File: src/pkg/acs_pkg.sv
// Shared constants and types for the converter sequencing block.
// Assumes a single 40 MHz system clock and a byte-wide special function register port.
package acs_pkg;

    // Register addresses
    localparam logic [7:0] ADDR_PAIR_CFG = 8'hBA;
    localparam logic [7:0] ADDR_CHAN_SEL = 8'hBB;
    localparam logic [7:0] ADDR_CONFIG   = 8'hBC;
    localparam logic [7:0] ADDR_RES_LO   = 8'hBE;
    localparam logic [7:0] ADDR_RES_HI   = 8'hBF;
    localparam logic [7:0] ADDR_CONTROL  = 8'hE8;

    // Reset values
    localparam logic [3:0] RST_PAIR_CFG = 4'h0;
    localparam logic [3:0] RST_CHAN_SEL = 4'h0;
    localparam logic [7:0] RST_CONFIG   = 8'hF8;

    // Control register fields
    localparam int CTL_EN_BIT   = 7;
    localparam int CTL_TM_BIT   = 6;
    localparam int CTL_DONE_BIT = 5;
    localparam int CTL_BUSY_BIT = 4;
    localparam int CTL_SRC_HI   = 3;
    localparam int CTL_SRC_LO   = 2;
    localparam int CTL_WINT_BIT = 1;
    localparam int CTL_LJST_BIT = 0;

    // Configuration register fields
    localparam int CFG_SC_HI   = 7;
    localparam int CFG_SC_LO   = 3;
    localparam int CFG_GAIN_HI = 2;

    // Timing
    localparam int SYS_CLK_HZ       = 40_000_000;
    localparam int MAX_RATE_SPS     = 100_000;
    localparam int CONV_MIN_CYCLES  = (SYS_CLK_HZ + MAX_RATE_SPS - 1) / MAX_RATE_SPS;
    localparam logic [8:0] RATE_RELOAD = 9'(CONV_MIN_CYCLES - 1);
    localparam int TRACK_SAR_CLOCKS = 3;
    localparam logic [1:0] TRACK_LAST = 2'(TRACK_SAR_CLOCKS - 1);
    localparam int RESULT_BITS      = 12;
    localparam logic [3:0] SAR_TOP_BIT = 4'(RESULT_BITS - 1);
    localparam logic [11:0] SAR_FIRST_TRIAL = 12'h800;

    typedef enum logic [1:0] {
        SRC_BUSY_WRITE = 2'b00,
        SRC_TIMER3     = 2'b01,
        SRC_EXT        = 2'b10,
        SRC_TIMER2     = 2'b11
    } acs_src_t;

    typedef enum logic [3:0] {
        ST_IDLE  = 4'b0001,
        ST_TRACK = 4'b0010,
        ST_CONV  = 4'b0100,
        ST_HOLD  = 4'b1000
    } acs_state_t;

    typedef struct packed {
        logic       wr;
        logic [7:0] addr;
        logic [7:0] wdata;
    } acs_sfr_req_t;

    typedef struct packed {
        logic timer3_ovf;
        logic timer2_ovf;
        logic ext_convert_start;
        logic chip_standby;
    } acs_trig_t;

    typedef struct packed {
        logic        shutdown;
        logic        track;
        logic        convert;
        logic        sar_tick;
        logic [11:0] trial;
        logic [2:0]  pos_sel;
        logic [2:0]  neg_sel;
        logic        diff;
        logic        temp_sel;
        logic [2:0]  gain;
    } acs_analog_t;

    typedef struct packed {
        logic [3:0]  pair_cfg;
        logic [3:0]  chan_sel;
        logic [7:0]  cfg;
        logic        en;
        logic        tm;
        logic        done;
        acs_src_t    src;
        logic        wint;
        logic        ljst;
        acs_state_t  state;
        logic [5:0]  div_cnt;
        logic [1:0]  trk_cnt;
        logic [3:0]  bit_idx;
        logic [11:0] trial;
        logic [11:0] result;
        logic        res_diff;
        logic        conv_diff;
        logic [8:0]  rate_cnt;
        logic        ext_prev;
        logic [7:0]  rdata;
    } acs_regs_t;

endpackage : acs_pkg

File: src/core/acs_sequencer.sv
// Conversion sequencer: start sources, busy/done, tracking, SAR stepping, result format, mux.
// Assumes all inputs synchronous to core_clk_in; comparator result valid at each SAR tick.
`timescale 1ns/100ps
`default_nettype none

// Functional notes
// Busy write starts conversion in software mode
// Timer 3 overflow starts conversion
// External input rising edge starts conversion
// Timer 2 overflow starts conversion
// Busy high for whole conversion
// Busy falling sets done flag, interrupt
// Result justified left or right by select
// Software clears flag, starts, polls, reads
// Default mode tracks whenever not converting
// Low-power mode tracks three SAR clocks first
// External low-power: track low, convert rising
// SAR clock divided per config field
// At most 100 ksps conversion rate
// Chip standby stops tracking
// Software waits 1.5 us after mux change
// Software routes external pin as open-drain
// Pair bits choose single-ended or differential
// Differential results in two's complement
// Codes 0-7 inputs, 1xxx temperature sensor
// Mux upper nibbles read zero, ignore writes
// Pair configuration resets to zero
// Enable bit low keeps converter shut down
// Two-bit field selects start source
// Done flag cleared only by software
// Busy write starts only for source 00
// Either code of differential pair routes pair
// Starts while busy are ignored
module acs_sequencer (
    // Clock and reset
    input  wire logic                 core_clk_in,
    input  wire logic                 rst_n_in,
    // Register port
    input  wire acs_pkg::acs_sfr_req_t sfr_req_in,
    output logic [7:0]                sfr_rdata_out,
    // Triggers and chip state
    input  wire acs_pkg::acs_trig_t   trig_in,
    input  wire logic                 irq_enable_in,
    output logic                      irq_out,
    // Analog front end
    input  wire logic                 comparator_in,
    output acs_pkg::acs_analog_t      analog_out
);

    acs_pkg::acs_regs_t r_q;
    acs_pkg::acs_regs_t r_d;

    function automatic logic [15:0] justify(input logic [11:0] res, input logic diff,
                                            input logic left);
        if (left) begin
            justify = {res, 4'h0};
        end else begin
            justify = {(diff ? {4{res[11]}} : 4'h0), res};
        end
    endfunction : justify

    logic        wr_ctl;
    logic        busy;
    logic        sar_tick;
    logic [5:0]  div_top;
    logic        ext_rise;
    logic        start_evt;
    logic        done_evt;
    logic        pair_diff;
    logic [15:0] res_word;
    logic [11:0] trial_upd;

    always_comb begin
        r_d       = r_q;
        wr_ctl    = sfr_req_in.wr && (sfr_req_in.addr == acs_pkg::ADDR_CONTROL);
        busy      = (r_q.state != acs_pkg::ST_IDLE);
        div_top   = (r_q.cfg[acs_pkg::CFG_SC_HI:acs_pkg::CFG_SC_LO] == 5'h00) ? 6'h00 :
                    {r_q.cfg[acs_pkg::CFG_SC_HI:acs_pkg::CFG_SC_LO], 1'b1};
        sar_tick  = r_q.en && (r_q.div_cnt == div_top);
        ext_rise  = trig_in.ext_convert_start && !r_q.ext_prev;
        done_evt  = 1'b0;
        trial_upd = r_q.trial;
        pair_diff = r_q.pair_cfg[r_q.chan_sel[2:1]] && !r_q.chan_sel[3];
        res_word  = justify(r_q.result, r_q.res_diff, r_q.ljst);

        // Start source selection
        case (r_q.src)
            acs_pkg::SRC_BUSY_WRITE: start_evt = wr_ctl &&
                                     sfr_req_in.wdata[acs_pkg::CTL_BUSY_BIT];
            acs_pkg::SRC_TIMER3:     start_evt = trig_in.timer3_ovf;
            acs_pkg::SRC_EXT:        start_evt = ext_rise;
            acs_pkg::SRC_TIMER2:     start_evt = trig_in.timer2_ovf;
            default:                 start_evt = 1'b0;
        endcase
        start_evt = start_evt && r_q.en && !busy;

        // SAR clock divider
        r_d.div_cnt = (!r_q.en || sar_tick) ? 6'h00 : 6'(r_q.div_cnt + 6'h01);
        r_d.ext_prev = trig_in.ext_convert_start;
        if (r_q.rate_cnt != 9'h000) begin
            r_d.rate_cnt = 9'(r_q.rate_cnt - 9'h001);
        end

        // Conversion sequence
        case (r_q.state)
            acs_pkg::ST_IDLE: begin
                if (start_evt) begin
                    r_d.rate_cnt  = acs_pkg::RATE_RELOAD;
                    r_d.conv_diff = pair_diff;
                    r_d.trk_cnt   = 2'h0;
                    r_d.trial     = acs_pkg::SAR_FIRST_TRIAL;
                    r_d.bit_idx   = acs_pkg::SAR_TOP_BIT;
                    if (r_q.tm && (r_q.src != acs_pkg::SRC_EXT)) begin
                        r_d.state = acs_pkg::ST_TRACK;
                    end else begin
                        r_d.state = acs_pkg::ST_CONV;
                    end
                end
            end
            acs_pkg::ST_TRACK: begin
                if (sar_tick) begin
                    r_d.trk_cnt = 2'(r_q.trk_cnt + 2'h1);
                    if (r_q.trk_cnt == acs_pkg::TRACK_LAST) begin
                        r_d.state = acs_pkg::ST_CONV;
                    end
                end
            end
            acs_pkg::ST_CONV: begin
                if (sar_tick) begin
                    if (!comparator_in) begin
                        trial_upd[r_q.bit_idx] = 1'b0;
                    end
                    if (r_q.bit_idx == 4'h0) begin
                        r_d.result   = r_q.conv_diff ? {~trial_upd[11], trial_upd[10:0]} :
                                       trial_upd;
                        r_d.res_diff = r_q.conv_diff;
                        r_d.state    = acs_pkg::ST_HOLD;
                    end else begin
                        trial_upd[4'(r_q.bit_idx - 4'h1)] = 1'b1;
                        r_d.bit_idx = 4'(r_q.bit_idx - 4'h1);
                    end
                    r_d.trial = trial_upd;
                end
            end
            acs_pkg::ST_HOLD: begin
                if (r_q.rate_cnt == 9'h000) begin
                    r_d.state = acs_pkg::ST_IDLE;
                    done_evt  = 1'b1;
                end
            end
            default: r_d.state = acs_pkg::ST_IDLE;
        endcase

        // Register writes
        if (sfr_req_in.wr) begin
            case (sfr_req_in.addr)
                acs_pkg::ADDR_PAIR_CFG: r_d.pair_cfg = sfr_req_in.wdata[3:0];
                acs_pkg::ADDR_CHAN_SEL: r_d.chan_sel = sfr_req_in.wdata[3:0];
                acs_pkg::ADDR_CONFIG:   r_d.cfg      = sfr_req_in.wdata;
                acs_pkg::ADDR_CONTROL: begin
                    r_d.en   = sfr_req_in.wdata[acs_pkg::CTL_EN_BIT];
                    r_d.tm   = sfr_req_in.wdata[acs_pkg::CTL_TM_BIT];
                    r_d.done = sfr_req_in.wdata[acs_pkg::CTL_DONE_BIT];
                    r_d.src  = acs_pkg::acs_src_t'(
                               sfr_req_in.wdata[acs_pkg::CTL_SRC_HI:acs_pkg::CTL_SRC_LO]);
                    r_d.wint = sfr_req_in.wdata[acs_pkg::CTL_WINT_BIT];
                    r_d.ljst = sfr_req_in.wdata[acs_pkg::CTL_LJST_BIT];
                end
                default: r_d.rdata = r_d.rdata;
            endcase
        end
        if (done_evt) begin
            r_d.done = 1'b1;
        end
        // Clearing enable stops the sequence in the same edge
        if (!r_d.en) begin
            r_d.state = acs_pkg::ST_IDLE;
        end

        // Registered read data
        case (sfr_req_in.addr)
            acs_pkg::ADDR_PAIR_CFG: r_d.rdata = {4'h0, r_q.pair_cfg};
            acs_pkg::ADDR_CHAN_SEL: r_d.rdata = {4'h0, r_q.chan_sel};
            acs_pkg::ADDR_CONFIG:   r_d.rdata = r_q.cfg;
            acs_pkg::ADDR_RES_HI:   r_d.rdata = res_word[15:8];
            acs_pkg::ADDR_RES_LO:   r_d.rdata = res_word[7:0];
            acs_pkg::ADDR_CONTROL:  r_d.rdata = {r_q.en, r_q.tm, r_q.done, busy, r_q.src,
                                                 r_q.wint, r_q.ljst};
            default:                r_d.rdata = 8'h00;
        endcase
    end

    always_ff @(posedge core_clk_in or negedge rst_n_in) begin
        if (!rst_n_in) begin
            r_q          <= '0;
            r_q.pair_cfg <= acs_pkg::RST_PAIR_CFG;
            r_q.chan_sel <= acs_pkg::RST_CHAN_SEL;
            r_q.cfg      <= acs_pkg::RST_CONFIG;
            r_q.src      <= acs_pkg::SRC_BUSY_WRITE;
            r_q.state    <= acs_pkg::ST_IDLE;
        end else begin
            r_q <= r_d;
        end
    end

    // Outputs
    always_comb begin
        sfr_rdata_out       = r_q.rdata;
        irq_out             = r_q.done && irq_enable_in;
        analog_out.shutdown = !r_q.en;
        analog_out.convert  = (r_q.state == acs_pkg::ST_CONV);
        analog_out.sar_tick = r_q.en && (r_q.div_cnt == div_top);
        analog_out.trial    = r_q.trial;
        analog_out.gain     = r_q.cfg[acs_pkg::CFG_GAIN_HI:0];
        analog_out.temp_sel = r_q.chan_sel[3];
        analog_out.diff     = pair_diff;
        analog_out.pos_sel  = pair_diff ? {r_q.chan_sel[2:1], 1'b0} : r_q.chan_sel[2:0];
        analog_out.neg_sel  = pair_diff ? {r_q.chan_sel[2:1], 1'b1} : 3'h0;
        if (!r_q.en || trig_in.chip_standby) begin
            analog_out.track = 1'b0;
        end else if (r_q.state == acs_pkg::ST_TRACK) begin
            analog_out.track = 1'b1;
        end else if (r_q.state != acs_pkg::ST_IDLE) begin
            analog_out.track = 1'b0;
        end else if (!r_q.tm) begin
            analog_out.track = 1'b1;
        end else begin
            analog_out.track = (r_q.src == acs_pkg::SRC_EXT) && !trig_in.ext_convert_start;
        end
    end

endmodule : acs_sequencer
`default_nettype wire

File: config.mk
export PLATFORM = sky130hd
export DESIGN_NAME = acs_sequencer
export DESIGN_NICKNAME = d
export VERILOG_FILES = /design/src/pkg/acs_pkg.sv /design/src/core/acs_sequencer.sv
export SDC_FILE = /design/constraint.sdc
export NUM_CORES = 1
export LEC_CHECK = 0
export ABC_CLOCK_PERIOD_IN_PS = 3500
export BUFFER_PORTS_ARGS = -buffer_cell sky130_fd_sc_hd__buf_2
export CAP_MARGIN = 10
export CORE_MARGIN = 4
export CORE_UTILIZATION = 40
export CTS_BUF_LIST = sky130_fd_sc_hd__clkbuf_8
export DETAILED_ROUTE_END_ITERATION = 10
export SLEW_MARGIN = 30
export SYNTH_ARGS = -nofsm -noshare
export SYNTH_HDL_FRONTEND = slang
export SYNTH_SLANG_ARGS = --single-unit
File: constraint.sdc
create_clock -name core_clk_in -period 3.5 [get_ports core_clk_in]
set_clock_uncertainty 0.1 [all_clocks]
set_input_delay 0.35 -clock core_clk_in [delete_from_list [all_inputs] [get_ports core_clk_in]]
set_output_delay 0.35 -clock core_clk_in [all_outputs]
set_load 0.01 [all_outputs]
[Word-level counts from Yosys, hierarchy flattened]
Index checks and enable logic that the tools add are counted.
W data, S select, Z words.
Word-level totals
  flip-flop bits (word level): 83
  output and inout bits: 36
  bits of input ports: 25
  word-level logic and storage cells: 146
Operators by class
  $lt $le $gt $ge: 5
  $add $sub $neg: 4
  mux-type cells: 47
  equality and inequality tests: 27
  bitwise logic cells: 4
  reductions and logical operators: 39
Operators with widths (count)
  $mux W12: 5
  $eq A8 B8 Y1 const B: 6
  $pmux W8 S6: 1
  $mux W4: 9
  $pmux W16 S2: 1
  $mux W29: 1
  $mux W9: 3
  $mux W18: 1
  $mux W16: 1
  $pmux W4 S4: 1
  $mux W7: 2
  $mux W13: 1
  $and A12 B12 Y12: 1
  $logic_and A1 B1 Y1: 12
  $mux W6: 2
  $ne A3 B3 Y1 const B: 4
  $not A12 Y12: 1
  $or A12 B12 Y12: 1
  $reduce_and A2 Y1: 6
  $mux W1: 11
  $lt A4 B5 Y1 const B: 2
  $logic_not A9 Y1: 1
  $reduce_and A3 Y1: 3
  $reduce_bool A9 Y1: 1
  other kinds (32): 49

[Longest topological paths before layout]
  word-level depth: 14
  depth in mapped cells: 8
  depth with buffers taken out: 7

[Least setup slack after synthesis]
OpenSTA, ideal clock, no wires.
  kind: reg2reg
  start point: register r_q[71] in the netlist's numbering
  end point: register r_q (netlist bit analog_out[22])
  data required time: 3.275 ns
  cell stages (with the launch flop): 6
  path slack: 1.002 ns
  arrival: 2.273 ns
  cells stage by stage: dfstp_2 -> or4_4 -> or3_4 -> a2111o_1 -> a21oi_4 -> mux2_4
Between the ends
  longest elaborated chain between the ends: 6
Ends and longest elaborated chain
  start: declaration: line acs_sequencer.sv:50  | acs_pkg::acs_regs_t r_q;
  start signal: assignment: line acs_sequencer.sv:202  | r_q <= r_d;
  $logic_not A5 Y1: line acs_sequencer.sv:77  | div_top = (r_q.cfg[acs_pkg::CFG_SC_HI:acs_pkg::CFG_SC_LO] == 5'h00) ? 6'h00 :
  $mux W6 (*): line acs_sequencer.sv:77
  $eq A6 B6 Y1 (*): line acs_sequencer.sv:79  | sar_tick = r_q.en && (r_q.div_cnt == div_top);
  $logic_and A1 B1 Y1 (*): line acs_sequencer.sv:79
  $ne A2 B1 Y1 (no source line) (*)
  $reduce_and A3 Y1 (no source line) (*)
Mark *: on every way between the ends. The rest lies on a longest branch, timed or not.
A chain may end at the register's enable or synchronous reset.

==> impl_results.md <==
* Hold WC Path Type: primary input to flip-flop
* Vias at about 3600
* Register area share after synthesis at between 40% and 50%
* R2R depth at 5
* GPL Wtd Cong at 0.877
* Final max-slew violation count at 0
* Initial Util at 41.7%
* Lkg Pwr at 2.25 nW
* GRT Overall Usage at ~18%
* Most common cell after layout, fill and taps aside: dfrtp_1
* Max cap viols at 0
* Initial antenna violation count at 0
* Pwr/cell area at 472 nW/um^2
* Worst-skew pair later-pin latency at 0.37 ns
* Cell variety after synth at 66
* Setup_tns at 0 ns
* Slew Limit Headroom at a little under half
* PortBufs at 60
* H-tree levels at 3
* Layout cells sized above 1 at 25.0%
* Design Area, Final at 5120 sq um
* Post-DP HPWL at 8490 um
* First-pass DRT Iterations at 4
* DRC at 0
* Nets at 530
* Slowest Stage Delay on Critical Path at 0.53 ns
* Commonest non-fill, non-tap cells in the layout: dfrtp_1 (77), buf_2 (59), nand2_1 (46)
* Pin count of the biggest net entering global routing at 84
* Die height at 115 um
* CTS Root Cell: clkbuf_8
* Via-to-Cell Ratio at roughly 5.6
* Row cnt at 38
* Met2 wire length at 5300 um
* Routed met3 length at 596 um
* CP endpoint kind: primary output
* Period minus WS final at between 2 and 3 ns
* Core Util, Final at between 40% and 50%
* Post-synth EDFFs at 0
* Area growth from synthesis to layout at 11.2%
* Synth warn at 0
* Max Fclk at 352 MHz
* Ports at 61
* Run status: completed
* WHS at 0.0226 ns
* Peak VDD IR at 0.224 mV
* CP arrival at 2.39 ns
* WL/cell at 17.6 um
* Ys flop type: dfrtp_1
* Area post-placement at 4830 sq um
* Syn_nets at around 500
* CTS Buf Count at 9
* Vias in the first global route at 3553
* Hold Violations, Final at 0
* Async SR Flop Fraction at between 90% and 100%
* CTS tree: done
* Antenna fix cells at 0
* Die X-Extent at 115 um
* Die Footprint at 13300 sq um
* Wl on met1 at 5180 um
* Setup crit start kind: flip-flop
* Number of cells on the worst hold path at 1
* Worst path cell trace: or4_4, or3_4, a211o_2, inv_1, buf_2
* Total clock sinks at 83
* # fillers at 1083
* Period utilization at 81.2%
* GRT overflow at 0
* Top Layer Used: met4
* Worst Max-Slew Pin Slew at 0.797 ns
* Multi-input gate area at about 2200 sq um
* Post-synthesis register bit count at 83
* Crit path kind: flip-flop to primary output
* Post-route ant nets at 0
* First-pass GRT wire length at 18800 um
* Critical Path Fanout Max at 7
* Clock transition at path regs at 0.09 ns
* Final wirelength at 11300 um
* Post-Synthesis Cell Area at 4600 sq um
* Core area at 11000 sq um
* Sequential Area at about 2100 sq um
* Worst EP required at 3.05 ns
* Post-Synthesis Cells at about 470
* Critical path's slowest cell: or4_4
* Max Root-Sink Buffers at 2
* Design Power at 2.41 mW
* RSZ-0062 raised after global routing: no
* Final Setup Violations at 0
* First-iteration detailed-routing DRC count at about 250
* Avg Cell Area, Syn at 9.87 sq um
worst max-delay path: cells and delay by family, from the launching register on:
kind | cells | cell delay, ns
simple gates | 2 | 0.91
flops | 1 | 0.41
compound gates | 1 | 0.44
buf+inv | 2 | 0.26
Yosys cell counts (3+ instances only):
| cell | number | area, sq um |
|---|---|---|
| xor2_1 | 5 | 43.8 |
| buf_4 | 29 | 218 |
| nor2_1 | 34 | 128 |
| nand2b_1 | 5 | 31.3 |
| nand3_1 | 16 | 80.1 |
| nor4_1 | 3 | 18.8 |
| inv_1 | 16 | 60.1 |
| ha_1 | 7 | 87.6 |
| o211ai_1 | 13 | 97.6 |
| nand2_1 | 46 | 173 |
| a31oi_1 | 4 | 25.0 |
| o21a_1 | 4 | 30.0 |
| dfrtp_1 | 77 | 1930 |
| mux2_2 | 26 | 293 |
| clkbuf_1 | 10 | 37.5 |
| and2_1 | 4 | 25.0 |
| dfstp_2 | 6 | 158 |
| or3_1 | 4 | 25.0 |
| o21ai_1 | 3 | 15.0 |
| nor3_1 | 6 | 30.0 |
| nand3b_1 | 3 | 22.5 |
| o31ai_1 | 3 | 22.5 |
| o21ai_0 | 40 | 200 |
| a21oi_1 | 20 | 100 |
| and3_1 | 4 | 25.0 |
| a22oi_1 | 3 | 22.5 |
| xnor2_1 | 13 | 114 |
| o2111ai_1 | 3 | 26.3 |
| nor2b_1 | 4 | 25.0 |
| or2_2 | 3 | 18.8 |
| mux2i_1 | 9 | 90.1 |
sequential cells by signal, indices dropped and copies added, names as in the netlist:
name,flops
analog_out,16
r_q,59
sfr_rdata_out,8
what timing repair did:
action                    CTS  global route
resized for setup           0             0
hold endpoints to repair   77             0
setup buffers               0             0
hold buffers                1             0
power by group:
part           internal [mW]  leakage, nW  switching (mW)
Sequential              1.04        0.970          0.0883
Combinational          0.159         1.14           0.220
Clock                  0.562        0.138           0.343
Total                   1.76         2.25           0.652
cells by family (layout without fill, tap and decap cells):
| kind of cell | after synthesis | after routing | synth area share (%) |
|---|---|---|---|
| XOR/XNOR | 18 | 18 | 3.43 |
| adder cells (fa/ha/maj) | 7 | 7 | 1.90 |
| flip-flops | 83 | 83 | 45.3 |
| AND/OR/NAND/NOR | 149 | 149 | 16.5 |
| multiplexers | 37 | 37 | 9.14 |
| AO/OA/AOI/OAI | 114 | 114 | 16.5 |
| buffers and inverters | 58 | 95 | 7.15 |
per-layer routing:
layer,global-route usage [%],vias up
met4,6.57,0
met5,0,-
met2,28.1,108
met1,25.2,1772
li1,-,1708
met3,4.37,15
final cells by class:
cell class	instances	share of cell area [%]
Tap cell	140	3.42
Timing Repair Buffer	63	6.48
Clock inverter	6	2.52
Inverter	16	1.17
Sequential cell	83	40.7
Clock buffer	10	2.69
Multi-Input combinational cell	325	43.0
metrics by stage:
step           instances  setup WS (ns)
2_1_floorplan        466           1.00
3_3_place_gp         626          0.673
3_5_place_dp         626          0.574
4_1_cts              643          0.535
5_1_grt              643          0.475
6_report             643          0.658
worst paths after layout:
check / slack (ns) / endpoint / from
worst max register to register: 0.71 / r_q[19] / r_q[57]
min in group asynchronous: 0.50 / r_q[45] / rst_n_in
worst max-delay path: 0.66 / analog_out[23] / r_q[72]
max in group asynchronous: 2.28 / r_q[20] / rst_n_in
worst min register to register: 0.40 / r_q[48] / r_q[48]
worst min-delay path: 0.02 / r_q[8] / trig_in[1]
Power figures use the tool's default switching activity.
